===== src/inc/csc_consts.svh =====
// Offsets, field positions, masks, reset values and counts of the
// capacitive sense control block.
// Assumes inclusion by bare name from the package and the design files.
`ifndef CSC_CONSTS_SVH
`define CSC_CONSTS_SVH

// ----------------------------------------------------------------------
// Register offsets
// ----------------------------------------------------------------------
`define CSC_ADDR_CTRL0 8'h00
`define CSC_ADDR_CHAN 8'h01
`define CSC_ADDR_COUPLE 8'h02
`define CSC_ADDR_T0 8'h03
`define CSC_ADDR_T1L 8'h04
`define CSC_ADDR_T1H 8'h05

// ----------------------------------------------------------------------
// Control register 0 fields
// ----------------------------------------------------------------------
`define CSC_B_ENABLE 7
`define CSC_B_RANGE 6
`define CSC_B_CUR_HI 3
`define CSC_B_CUR_LO 2
`define CSC_B_DIR 1
`define CSC_B_EXTSEL 0
`define CSC_CTRL0_WMASK 8'hcd

// ----------------------------------------------------------------------
// Channel select and timer coupling fields
// ----------------------------------------------------------------------
`define CSC_CHAN_WMASK 8'h1f
`define CSC_CHAN_HI 4
`define CSC_B_T0CS 0
`define CSC_B_T1ON 1
`define CSC_B_T1GE 2
`define CSC_B_T1CS_LO 4
`define CSC_B_T1CS_HI 5
`define CSC_COUPLE_WMASK 8'h37

// ----------------------------------------------------------------------
// Codes, reset values and counts
// ----------------------------------------------------------------------
`define CSC_RESET_VAL 8'h00
`define CSC_CUR_OFF 2'h0
`define CSC_T1SRC_ICLK 2'h0
`define CSC_T1SRC_SYSCLK 2'h1
`define CSC_T1SRC_NONE 2'h2
`define CSC_T1SRC_OSC 2'h3
`define CSC_CHAN_MAX 5'h10
`define CSC_NUM_CHAN 17
`define CSC_ICLK_LAST 2'h3
`define CSC_T0_WIDTH 8
`define CSC_T1_WIDTH 16

`endif


===== src/inc/csc_pkg.sv =====
// Types shared by the capacitive sense control block.
// Assumes csc_consts.svh is on the include path.
`include "csc_consts.svh"

package csc_pkg;

  // ----------------------------------------------------------------------
  // Oscillator and reference steering handed to the analog side
  // ----------------------------------------------------------------------
  typedef struct packed {
    logic enable;
    logic high_range;
    logic [1:0] current;
    logic run;
    logic drive;
  } csc_osc_ctrl_t;

  // ----------------------------------------------------------------------
  // Software visible control storage
  // ----------------------------------------------------------------------
  typedef struct packed {
    logic [7:0] ctrl0;
    logic [7:0] chan;
    logic [7:0] couple;
  } csc_regs_t;

  // ----------------------------------------------------------------------
  // Whole state of the top module
  // ----------------------------------------------------------------------
  typedef struct packed {
    csc_regs_t regs;
    logic [7:0] rdata;
    logic [1:0] div;
    csc_osc_ctrl_t osc_ctrl;
    logic [`CSC_NUM_CHAN-1:0] chan_onehot;
    logic direction;
  } csc_state_t;

endpackage


===== src/verilog/csc_sync.sv =====
// Three stage synchroniser with agreement filter and rising edge pulse.
// Assumes asynchronous inputs; one clock, synchronous active high reset.
`timescale 1ns/1ps

module csc_sync
  import csc_pkg::*;
#(
  parameter int WIDTH = 1
) (
  input wire logic i_ref_clk,
  input wire logic i_sys_rst,
  input wire logic [WIDTH-1:0] i_async,
  output logic [WIDTH-1:0] o_level,
  output logic [WIDTH-1:0] o_rise
);

  typedef struct packed {
    logic [WIDTH-1:0] s1;
    logic [WIDTH-1:0] s2;
    logic [WIDTH-1:0] s3;
    logic [WIDTH-1:0] level;
    logic [WIDTH-1:0] rise;
  } csc_sync_state_t;

  csc_sync_state_t st_ff;
  csc_sync_state_t nxt_st;
  logic [WIDTH-1:0] agree;

  // ----------------------------------------------------------------------
  // Filter
  // ----------------------------------------------------------------------
  // The first stage feeds only the second; the level follows once stages
  // two and three agree, so a metastable settle never counts twice.
  always_comb begin
    agree = ~(st_ff.s2 ^ st_ff.s3);
    nxt_st = st_ff;
    nxt_st.s1 = i_async;
    nxt_st.s2 = st_ff.s1;
    nxt_st.s3 = st_ff.s2;
    nxt_st.level = (agree & st_ff.s2) | (~agree & st_ff.level);
    nxt_st.rise = nxt_st.level & ~st_ff.level;
  end

  always_ff @(posedge i_ref_clk) begin
    if (i_sys_rst) begin
      st_ff <= '0;
    end else begin
      st_ff <= nxt_st;
    end
  end

  assign o_level = st_ff.level;
  assign o_rise = st_ff.rise;

endmodule


===== src/verilog/csc_counter.sv =====
// Up counter with software load and a one cycle overflow pulse.
// Assumes increment and load come from logic on the same clock.
`timescale 1ns/1ps

module csc_counter
  import csc_pkg::*;
#(
  parameter int WIDTH = 16
) (
  input wire logic i_ref_clk,
  input wire logic i_sys_rst,
  input wire logic i_inc,
  input wire logic i_load,
  input wire logic [WIDTH-1:0] i_load_data,
  output logic [WIDTH-1:0] o_count,
  output logic o_overflow
);

  typedef struct packed {
    logic [WIDTH-1:0] count;
    logic ovf;
  } csc_cnt_state_t;

  csc_cnt_state_t st_ff;
  csc_cnt_state_t nxt_st;

  // ----------------------------------------------------------------------
  // Count
  // ----------------------------------------------------------------------
  // A software load wins over a count in the same cycle, so a clear at the
  // start of a window is exact.
  always_comb begin
    nxt_st = st_ff;
    nxt_st.ovf = 1'b0;
    if (i_load) begin
      nxt_st.count = i_load_data;
    end else if (i_inc) begin
      nxt_st.count = st_ff.count + {{(WIDTH-1){1'b0}}, 1'b1};
      nxt_st.ovf = &st_ff.count;
    end
  end

  always_ff @(posedge i_ref_clk) begin
    if (i_sys_rst) begin
      st_ff <= '0;
    end else begin
      st_ff <= nxt_st;
    end
  end

  assign o_count = st_ff.count;
  assign o_overflow = st_ff.ovf;

endmodule


===== src/verilog/csc_top.sv =====
// Capacitive sense control: registers, channel steering, oscillator
// control and coupling of the sensing oscillator into two timers.
// Assumes the oscillator output and the timer clock pin are asynchronous,
// while sleep and the gate input come from logic on i_ref_clk.
//
// Added by the designer: the address-and-strobe port and the placing of the registers.
`timescale 1ns/1ps

`include "csc_consts.svh"

module csc_top
  import csc_pkg::*;
(
  input wire logic i_ref_clk,
  input wire logic i_sys_rst,
  input wire logic [7:0] i_addr,
  input wire logic [7:0] i_wr_data,
  input wire logic i_wr_en,
  input wire logic i_rd_en,
  input wire logic i_osc_out,
  input wire logic i_first_timer_clock_pin,
  input wire logic i_second_timer_gate,
  input wire logic i_sleep,
  output logic [7:0] o_rd_data,
  output csc_osc_ctrl_t o_osc_ctrl,
  output logic [`CSC_NUM_CHAN-1:0] o_sense_pin_sel,
  output logic o_first_timer_overflow,
  output logic o_second_timer_overflow
);

  csc_state_t st_ff;
  csc_state_t nxt_st;

  logic [1:0] sync_level;
  logic [1:0] sync_rise;
  logic osc_level;
  logic osc_rise;
  logic pin_rise;

  logic iclk_tick;
  logic osc_tick;
  logic t0_inc;
  logic t1_inc;
  logic t1_run;
  logic t0_load;
  logic t1_load;
  logic [`CSC_T0_WIDTH-1:0] t0_load_data;
  logic [`CSC_T1_WIDTH-1:0] t1_load_data;
  logic [`CSC_T0_WIDTH-1:0] t0_count;
  logic [`CSC_T1_WIDTH-1:0] t1_count;

  logic enable;
  logic [1:0] t1_src;

  // ----------------------------------------------------------------------
  // Input synchronisers
  // ----------------------------------------------------------------------
  csc_sync #(
    .WIDTH(2)
  ) u_sync (
    .i_ref_clk(i_ref_clk),
    .i_sys_rst(i_sys_rst),
    .i_async({i_first_timer_clock_pin, i_osc_out}),
    .o_level(sync_level),
    .o_rise(sync_rise)
  );

  assign osc_level = sync_level[0];
  assign osc_rise = sync_rise[0];
  assign pin_rise = sync_rise[1];

  // ----------------------------------------------------------------------
  // Clock selection into the timers
  // ----------------------------------------------------------------------
  assign enable = st_ff.regs.ctrl0[`CSC_B_ENABLE];
  assign t1_src = st_ff.regs.couple[`CSC_B_T1CS_HI:`CSC_B_T1CS_LO];

  // The instruction clock is the core clock divided by four, and it stops in sleep
  assign iclk_tick = (st_ff.div == `CSC_ICLK_LAST) && !i_sleep;

  // One oscillator period is one rising edge of the synced level
  assign osc_tick = osc_rise && enable;

  always_comb begin
    t0_inc = 1'b0;
    if (!st_ff.regs.couple[`CSC_B_T0CS]) begin
      t0_inc = iclk_tick;
    end else if (st_ff.regs.ctrl0[`CSC_B_EXTSEL]) begin
      t0_inc = osc_tick && !i_sleep;
    end else begin
      t0_inc = pin_rise && !i_sleep;
    end
  end

  // Gate is a same-clock level; a toggle built from the first timer's
  // overflow may drive it from outside.
  assign t1_run = st_ff.regs.couple[`CSC_B_T1ON] &&
    (!st_ff.regs.couple[`CSC_B_T1GE] || i_second_timer_gate);

  always_comb begin
    t1_inc = 1'b0;
    unique case (t1_src)
      `CSC_T1SRC_ICLK: t1_inc = iclk_tick;
      `CSC_T1SRC_SYSCLK: t1_inc = 1'b1;
      `CSC_T1SRC_NONE: t1_inc = 1'b0;
      `CSC_T1SRC_OSC: t1_inc = osc_tick;
    endcase
    t1_inc = t1_inc && t1_run;
  end

  // ----------------------------------------------------------------------
  // Software access to the timer counts
  // ----------------------------------------------------------------------
  // Writing a count lets software clear it at window start; reading it
  // captures the window result.
  assign t0_load = i_wr_en && (i_addr == `CSC_ADDR_T0);
  assign t0_load_data = i_wr_data;

  always_comb begin
    t1_load = 1'b0;
    t1_load_data = t1_count;
    if (i_wr_en && (i_addr == `CSC_ADDR_T1L)) begin
      t1_load = 1'b1;
      t1_load_data = {t1_count[15:8], i_wr_data};
    end else if (i_wr_en && (i_addr == `CSC_ADDR_T1H)) begin
      t1_load = 1'b1;
      t1_load_data = {i_wr_data, t1_count[7:0]};
    end
  end

  csc_counter #(
    .WIDTH(`CSC_T0_WIDTH)
  ) u_first_timer (
    .i_ref_clk(i_ref_clk),
    .i_sys_rst(i_sys_rst),
    .i_inc(t0_inc),
    .i_load(t0_load),
    .i_load_data(t0_load_data),
    .o_count(t0_count),
    .o_overflow(o_first_timer_overflow)
  );

  csc_counter #(
    .WIDTH(`CSC_T1_WIDTH)
  ) u_second_timer (
    .i_ref_clk(i_ref_clk),
    .i_sys_rst(i_sys_rst),
    .i_inc(t1_inc),
    .i_load(t1_load),
    .i_load_data(t1_load_data),
    .o_count(t1_count),
    .o_overflow(o_second_timer_overflow)
  );

  // ----------------------------------------------------------------------
  // Register file, steering and next state
  // ----------------------------------------------------------------------
  always_comb begin
    logic [7:0] wmasked;
    logic [4:0] chan_code;
    logic low_off;
    wmasked = 8'h00;
    chan_code = 5'h00;
    low_off = 1'b0;
    nxt_st = st_ff;
    nxt_st.div = st_ff.div + 2'h1;
    nxt_st.rdata = 8'h00;

    if (i_wr_en) begin
      unique case (i_addr)
        `CSC_ADDR_CTRL0: begin
          wmasked = i_wr_data & `CSC_CTRL0_WMASK;
          nxt_st.regs.ctrl0 = wmasked;
        end
        `CSC_ADDR_CHAN: begin
          nxt_st.regs.chan = i_wr_data & `CSC_CHAN_WMASK;
        end
        `CSC_ADDR_COUPLE: begin
          nxt_st.regs.couple = i_wr_data & `CSC_COUPLE_WMASK;
        end
        default: begin
          nxt_st.regs = st_ff.regs;
        end
      endcase
    end

    // Direction reads as sinking while disabled: the oscillator is idle
    nxt_st.direction = osc_level && enable;

    if (i_rd_en) begin
      unique case (i_addr)
        `CSC_ADDR_CTRL0: begin
          nxt_st.rdata = st_ff.regs.ctrl0;
          nxt_st.rdata[`CSC_B_DIR] = st_ff.direction;
        end
        `CSC_ADDR_CHAN: nxt_st.rdata = st_ff.regs.chan;
        `CSC_ADDR_COUPLE: nxt_st.rdata = st_ff.regs.couple;
        `CSC_ADDR_T0: nxt_st.rdata = t0_count;
        `CSC_ADDR_T1L: nxt_st.rdata = t1_count[7:0];
        `CSC_ADDR_T1H: nxt_st.rdata = t1_count[15:8];
        default: nxt_st.rdata = 8'h00;
      endcase
    end

    // Oscillator control follows the registers one cycle after a write
    nxt_st.osc_ctrl.enable = nxt_st.regs.ctrl0[`CSC_B_ENABLE];
    nxt_st.osc_ctrl.high_range = nxt_st.regs.ctrl0[`CSC_B_RANGE];
    nxt_st.osc_ctrl.current =
      nxt_st.regs.ctrl0[`CSC_B_CUR_HI:`CSC_B_CUR_LO];
    low_off = !nxt_st.osc_ctrl.high_range &&
      (nxt_st.osc_ctrl.current == `CSC_CUR_OFF);
    // High range code 00 is noise detection: running, no current
    nxt_st.osc_ctrl.run = nxt_st.osc_ctrl.enable && !low_off;
    nxt_st.osc_ctrl.drive = nxt_st.osc_ctrl.run &&
      (nxt_st.osc_ctrl.current != `CSC_CUR_OFF);

    // Reserved codes select no pin rather than aliasing onto a real one
    chan_code = nxt_st.regs.chan[`CSC_CHAN_HI:0];
    nxt_st.chan_onehot = '0;
    for (int i = 0; i < `CSC_NUM_CHAN; i++) begin
      if (nxt_st.osc_ctrl.enable && (chan_code == 5'(i))) begin
        nxt_st.chan_onehot[i] = 1'b1;
      end
    end
  end

  always_ff @(posedge i_ref_clk) begin
    if (i_sys_rst) begin
      st_ff <= '0;
    end else begin
      st_ff <= nxt_st;
    end
  end

  // ----------------------------------------------------------------------
  // Outputs
  // ----------------------------------------------------------------------
  assign o_rd_data = st_ff.rdata;
  assign o_osc_ctrl = st_ff.osc_ctrl;
  assign o_sense_pin_sel = st_ff.chan_onehot;

endmodule


===== config.mk =====
export PLATFORM = sky130hd
export DESIGN_NAME = csc_top
export DESIGN_NICKNAME = d
export VERILOG_FILES = /design/src/inc/csc_pkg.sv /design/src/verilog/csc_sync.sv /design/src/verilog/csc_counter.sv /design/src/verilog/csc_top.sv
export VERILOG_INCLUDE_DIRS = /design/src /design/src/inc
export SDC_FILE = /design/constraint.sdc
export NUM_CORES = 1
export LEC_CHECK = 0
export ABC_CLOCK_PERIOD_IN_PS = 1900
export BUFFER_PORTS_ARGS = -buffer_cell sky130_fd_sc_hd__buf_2
export CORE_MARGIN = 2
export CORE_UTILIZATION = 52
export DETAILED_ROUTE_END_ITERATION = 10
export GPL_TIMING_DRIVEN = 1
export PLACE_DENSITY_LB_ADDON = 0.15
export SYNTH_ARGS = -nofsm -noshare
export SYNTH_HDL_FRONTEND = slang
export SYNTH_SLANG_ARGS = --single-unit

===== constraint.sdc =====
create_clock -name i_ref_clk -period 1.9 [get_ports i_ref_clk]
set_input_delay 0 -clock i_ref_clk [delete_from_list [all_inputs] [get_ports i_ref_clk]]
set_output_delay 0 -clock i_ref_clk [all_outputs]
set_load 0.02 [all_outputs]

==> results.py, run 1 <==
metrics = {
    "die": {
        "chipHeight_um": 92.9,
        "row_count": 32,
        "fp.dieW_um": 92.9,
        "start_util_pct": 53.4,
        "pin_count": 57,
        "core_um2": 7690,
        "die_area_um2": 8630,
    },
    "sta": {
        "clock_skew_ns": 0.0110,
        "min_period_ns": 1.85,
        "timing.fmax_mhz": 539,
        "finalMaxSlewViolations": 0,
        "tightest_slew_ns": 0.456,
        "finalSetupViolCount": 0,
        "holdWs_ns": 0.0224,
        "max_slew_margin_pct": 69.4,
        "min_period_over_period_pct": 97.6,
        "hold_viol_final": 0,
    },
    "layout": {
        "drive_above_1_share_pct": 27.5,
        "final_nets": 561,
        "fillers": 686,
        "area_delta_synth_final_pct": 18.7,
        "antenna_cells": 0,
        "design_area_um2": 4870,
    },
    "clock_network": {
        "clock_latency_ns": 0.36,
        "cts-root-buf": "clkbuf_8",
        "clk_pin_slew_ns": 0.08,
        "cts_buffers": 9,
        "cts.path.max_buffers": 2,
        "h-tree-depth": 3,
        "tritoncts": "built",
        "clock-sinks": 81,
    },
    "grt": {
        "grt_first_pass_wirelength_um": 18500,
        "grt_usage_pct": 27.6,
        "grt_max_degree": 28,
        "antenna_found_initial": 0,
        "grt_pass1_vias": 3638,
        "overflow": 0,
    },
    "logic_synthesis": {
        "yosysTopAreaCell": "dfxtp_1",
        "synth_fp_nets": 502,
        "ys_types": 70,
        "synth_most_common_cell": "dfxtp_1",
        "ys_ff_latch": 81,
        "synth_flop_cell": "dfxtp_1",
        "ys.warnings.count": 0,
        "avgSynthCellArea_um2": 8.65,
        "syn-instance-count": 475,
        "async_reset_ff_share_pct": 0,
        "yosysSeqAreaShare_pct": 39.5,
        "synth_area_leaders": "dfxtp_1 39%, buf_4 5.8%, nor2_1 5.6%, mux2i_1 5.1%, nand2_1 4.3%",
        "yosys-top-cells-count": "81 x dfxtp_1, 61 x nor2_1, 47 x nand2_1",
        "synth_top_area_share_pct": 39.5,
        "synth-edff-count": 0,
        "syn-cell-area_um2": 4110,
    },
    "status": {
        "status": "finished clean",
    },
    "detailed_routing": {
        "drt_iter0_drc": 271,
        "dr_total_vias": 3793,
        "vias_per_cell": 5.93,
        "first_pass_iters": 6,
        "antenna_left": 0,
        "drc": 0,
        "wl_per_cell_um": 17.8,
        "drt_wl_total_um": 11400,
    },
    "setup_path": {
        "critPathMaxFanout": 7,
        "cp-start-kind": "flop",
        "cp_cell_sequence": "ha_4 > nor3b_4 > o2111ai_4 > or4_1 > a22oi_2 > a2111oi_2",
        "crit_type": "reg -> reg",
        "worstPathArrival_ns": 2.10,
        "cpPeakStageDelay_ns": 0.57,
        "cp_num_buf_inv": 0,
        "worst_setup_path_end_kind": "flop",
        "required_ns": 2.14,
        "critPathSlowestCell": "or4_1",
        "cp_top_family": "simple AND/OR/NAND/NOR gates",
    },
    "placed_design": {
        "port_buffers": 56,
        "routabilityCongestion": 0.922,
        "placed_area_um2": 4460,
        "post-dp-hpwl_um": 7950,
    },
    "min_path": {
        "hold_path.class": "in -> reg",
    },
    "flow_run": {
        "max-cap-violations": 0,
    },
    "power": {
        "cellLeakagePower_nw": 1.87,
        "power_per_cell_area_nw_per_um2": 707,
        "peakVddDrop_uv": 369,
        "power_mw": 3.44,
    },
}
area by class of cell:
class / instances / area (um2) / share of cell area (%)
clock buffer: 10 / 138 / 2.82
tap: 102 / 128 / 2.62
multi-input combinational: 327 / 2160 / 44.4
timing repair buffer: 108 / 692 / 14.2
inverter: 7 / 26.3 / 0.539
sequential: 81 / 1620 / 33.3
clock inverter: 5 / 104 / 2.13
metrics by stage:
step / setup slack, ns / cells / utilization (%) / TNS [ns]
after floorplan: 0.0540 / 475 / - / 0
after global placement: -0.0565 / 615 / 58.0 / -0.299
after detailed placement: -0.154 / 615 / 58.0 / -1.03
after CTS: -0.00824 / 638 / 62.6 / -0.0123
after global routing: -0.00683 / 640 / 63.4 / -0.00683
final: 0.0451 / 640 / 63.4 / 0
layer usage:
| metal | up-vias | share of wire, % | routed length [um] | global-route usage (%) |
|---|---|---|---|---|
| met4 | 0 | 3.0 | 338 | 10.9 |
| met1 | 1801 | 43 | 4850 | 35.5 |
| met3 | 32 | 7.9 | 897 | 6.67 |
| met5 | - | 0 | 0 | 0 |
| met2 | 172 | 47 | 5300 | 44.8 |
| li1 | 1788 | - | - | - |
logic make-up (layout without fill, tap and decap cells):
family | after synthesis | in the layout | share of synthesized area [%]
xor gates and xnor gates | 7 | 7 | 1.49
buffers and inverters | 67 | 130 | 9.72
adders and majority gates | 3 | 3 | 0.914
DFF | 81 | 81 | 39.5
AOI/OAI and AO/OA | 91 | 91 | 16.0
muxes | 27 | 27 | 7.40
and+or+nand+nor | 199 | 199 | 25.0
power by group:
| part | internal [mW] | switching, mW | total (mW) | leakage, nW |
|---|---|---|---|---|
| registers | 1.71 | 0.00817 | 1.72 | 0.654 |
| clock network | 0.902 | 0.636 | 1.54 | 0.122 |
| logic | 0.0698 | 0.120 | 0.190 | 1.10 |
| total | 2.68 | 0.764 | 3.44 | 1.87 |
state kept, by name, summed over array words and instances (netlist names):
signal                     flops
u_sync.nxt_st                  4
u_first_timer.o_count          8
u_sync.o_rise                  2
u_sync.st_ff                   2
u_second_timer.o_count        16
o_sense_pin_sel               17
u_second_timer.o_overflow      1
o_rd_data                      8
enable                         1
u_sync.o_level                 2
o_osc_ctrl                     2
u_first_timer.o_overflow       1
st_ff                         17
tightest hold or removal path, delay by kind of cell:
family                 cells  cell delay [ns]
AO/OA/AOI/OAI              1             0.06
AND/OR/NAND/NOR            1             0.08
buffers and inverters      1             0.18
cell usage in the layout, fill, tap and decap left out, types with 4 or more instances in the layout:
| master | count |
|---|---|
| nand3_1 | 11 |
| nand3b_1 | 4 |
| dfxtp_1 | 79 |
| mux2i_1 | 21 |
| a211oi_1 | 8 |
| o22ai_1 | 4 |
| nor4_1 | 6 |
| clkbuf_8 | 10 |
| nand4_1 | 10 |
| nor2_1 | 60 |
| buf_4 | 44 |
| a21oi_1 | 27 |
| nand2b_1 | 6 |
| xor2_1 | 6 |
| and3_1 | 6 |
| a31oi_1 | 6 |
| nor3_1 | 11 |
| a22oi_1 | 4 |
| nor2b_1 | 8 |
| inv_1 | 7 |
| dlygate4sd3_1 | 7 |
| buf_2 | 56 |
| o21ai_0 | 7 |
| nand2_1 | 47 |
final timing paths:
check | slack (ns) | end | depth (start not counted) | startpoint
min reg2reg | 0.41 | u_sync.o_rise[1] | 1 | u_sync.o_level[1]
max | 0.05 | u_second_timer.o_count[11] | 6 | st_ff[24]
max reg2reg | 0.05 | u_second_timer.o_count[11] | 6 | st_ff[24]
min | 0.02 | u_second_timer.o_count[7] | 3 | i_wr_data[7]
repair_timing:
action | in CTS | in global routing
pin swaps | 1 | 5
gates resized for setup | 7 | 10
buffers inserted | 1 | 2
hold buffers | 7 | 0
endpoints found under the setup margin | 17 | 11
endpoints found under the hold margin | 8 | 0
(Power assumes the default switching activity.)
==> run 2, diff against run 1 <==
--- a/config.mk
+++ b/config.mk
@@ -13,6 +13,7 @@
 export DETAILED_ROUTE_END_ITERATION = 10
 export GPL_TIMING_DRIVEN = 1
 export PLACE_DENSITY_LB_ADDON = 0.15
+export RECOVER_POWER = 100
 export SYNTH_ARGS = -nofsm -noshare
 export SYNTH_HDL_FRONTEND = slang
 export SYNTH_SLANG_ARGS = --single-unit
==> run 2 against run 1 <==
Register-to-register slack barely moved. Fmax up 0.39%. First-iteration DRC count rose by 4.1%. Global-route usage unchanged. Cell area fell by 1.1%. Count of clock-buffer cells in the layout unchanged. Worst hold slack worse by 0.00077 ns. Clock power is essentially flat. Cell count unchanged. Power barely moved. Die area did not move. Combinational power about the same. Critical path type unchanged.
==> results.py, run 2 (synthesis results as in run 1) <==
metrics = {
    "status": {
        "status": "finished clean",
    },
    "power": {
        "p_clk_share_pct": 44.7,
        "swShare_pct": 22.2,
        "combPwrFrac_pct": 5.5,
        "cellLeakagePower_nw": 1.72,
        "peakVddDrop_uv": 369,
        "power_per_cell_area_nw_per_um2": 714,
        "p_sw_uw": 765,
        "seq_power_share_pct": 49.8,
        "p_int_mw": 2.68,
    },
    "layout": {
        "design_area_um2": 4820,
        "antenna_cells": 0,
        "drive_above_1_share_pct": 20.8,
        "fillers": 704,
        "final_nets": 561,
        "final_cell_mix": "79 x dfxtp_1, 60 x nor2_1, 47 x nand2_1",
        "stdcell_count": 640,
        "area_delta_synth_final_pct": 17.4,
        "layout_commonest_cell": "dfxtp_1",
    },
    "min_path": {
        "hold_path.class": "in -> reg",
        "hold_start": "i_wr_data[0]",
        "whs_path_depth": 3,
        "hold_end": "u_second_timer.o_count[0]",
    },
    "placed_design": {
        "placed_area_um2": 4460,
        "post-dp-hpwl_um": 7950,
        "routabilityCongestion": 0.922,
        "dp.cells": 615,
        "port_buffers": 56,
    },
    "detailed_routing": {
        "vias_per_cell": 5.88,
        "first_pass_iters": 5,
        "drt_iter0_drc": 282,
        "antenna_left": 0,
        "drc": 0,
        "dr_total_vias": 3764,
        "wl_per_cell_um": 17.9,
        "drt_wl_total_um": 11400,
    },
    "setup_path": {
        "cp-start-kind": "flop",
        "cp_num_buf_inv": 0,
        "rr_endpoint": "u_second_timer.o_count[11]",
        "critPathSlowestCell": "or4_1",
        "r2r_start": "st_ff[24]",
        "cpPeakStageDelay_ns": 0.57,
        "worstPathArrival_ns": 2.09,
        "cp_cell_sequence": "ha_4 > nor3b_4 > o2111ai_4 > or4_1 > a22oi_2 > a2111oi_2",
        "r2r_slack_ns": 0.05,
        "required_ns": 2.14,
        "crit_type": "reg -> reg",
        "cp_top_family": "simple AND/OR/NAND/NOR gates",
        "critPathMaxFanout": 7,
        "worst_setup_path_end_kind": "flop",
        "rr_worst_depth": 6,
    },
    "sta": {
        "min_period_over_period_pct": 97.2,
        "min_period_ns": 1.85,
        "hold_viol_final": 0,
        "max_slew_margin_pct": 69.4,
        "finalSetupViolCount": 0,
        "finalMaxSlewViolations": 0,
        "tightest_slew_ns": 0.456,
        "clock_skew_ns": 0.0108,
        "holdWs_ns": 0.0216,
        "timing.fmax_mhz": 541,
    },
    "clock_network": {
        "cts_buffers": 9,
        "clock-sinks": 81,
        "cts.path.max_buffers": 2,
        "clock_latency_ns": 0.36,
        "cts-root-buf": "clkbuf_8",
        "h-tree-depth": 3,
        "tritoncts": "built",
        "clk_pin_slew_ns": 0.08,
    },
    "die": {
        "fp.dieW_um": 92.9,
        "core_um2": 7690,
        "start_util_pct": 53.4,
        "row_count": 32,
        "pin_count": 57,
        "die_area_um2": 8630,
        "chipHeight_um": 92.9,
    },
    "grt": {
        "grt_pass1_vias": 3638,
        "grt_max_degree": 28,
        "antenna_found_initial": 0,
        "overflow": 0,
        "grt_first_pass_wirelength_um": 18500,
        "grt_usage_pct": 27.6,
    },
    "flow_run": {
        "max-cap-violations": 0,
    },
}
-- run 2: how the worst max path moves through the flow --
stage / start / to / slack (ns) / cells past startpoint
floorplan: st_ff[24] / u_second_timer.o_count[11] / 0.05 / 7
global placement: st_ff[24] / u_second_timer.o_count[8] / -0.06 / 6
detailed placement: st_ff[24] / u_second_timer.o_count[14] / -0.15 / 6
CTS: st_ff[24] / u_second_timer.o_count[3] / -0.008 / 7
global route: st_ff[24] / u_second_timer.o_count[11] / -0.007 / 6
finish: st_ff[24] / u_second_timer.o_count[11] / 0.05 / 6
-- run 2: final cells by class --
| type | instances | area (um2) | area share, % |
|---|---|---|---|
| Multi-Input combinational cell | 327 | 2160 | 44.9 |
| Sequential cell | 81 | 1620 | 33.7 |
| Timing Repair Buffer | 108 | 639 | 13.3 |
| Clock buffer | 10 | 138 | 2.85 |
| Tap cell | 102 | 128 | 2.65 |
| Clock inverter | 5 | 104 | 2.15 |
| Inverter | 7 | 26.3 | 0.545 |
-- run 2: power groups by stage --
stage | Combinational, mW | Sequential, mW | Clock (mW)
6_report | 0.189 | 1.72 | 1.54
5_1_grt | 0.201 | 1.72 | 1.64
4_1_cts | 0.181 | 1.71 | 1.56
3_5_place_dp | 0.169 | 1.75 | 0
3_3_place_gp | 0.167 | 1.75 | 0
2_1_floorplan | 0.0936 | 1.75 | 0
-- run 2: per-stage QoR --
step	setup WS [ns]	setup TNS, ns	utilization, %	power, mW
2_1_floorplan	0.0540	0	-	1.85
3_3_place_gp	-0.0565	-0.299	58.0	1.92
3_5_place_dp	-0.154	-1.03	58.0	1.92
4_1_cts	-0.00824	-0.0123	62.6	3.45
5_1_grt	-0.00683	-0.00683	62.7	3.56
6_report	0.0524	0	62.7	3.44
-- run 2: metal layers --
layer  track usage [%]  vias up  share of wire (%)
met5                 0        -                  0
met4              10.9        0                3.0
met3              6.67       32                7.1
met2              44.8      160                 47
met1              35.5     1785                 43
li1                  -     1787                  -
-- run 2: worst reg2reg max path, delay by kind of cell (launching register included) --
kind | cells | cell delay [ns]
adders and majority gates | 1 | 0.13
AOI/OAI and AO/OA | 3 | 0.45
and+or+nand+nor | 2 | 0.79
DFF | 1 | 0.36
-- run 2: repair_timing --
| action | in CTS | in global routing |
|---|---|---|
| pin swaps | 1 | 5 |
| hold buffers | 7 | 0 |
| setup endpoints to repair | 17 | 11 |
| endpoints found under the hold margin | 8 | 0 |
| setup buffers | 1 | 2 |
| gates resized for setup | 7 | 10 |
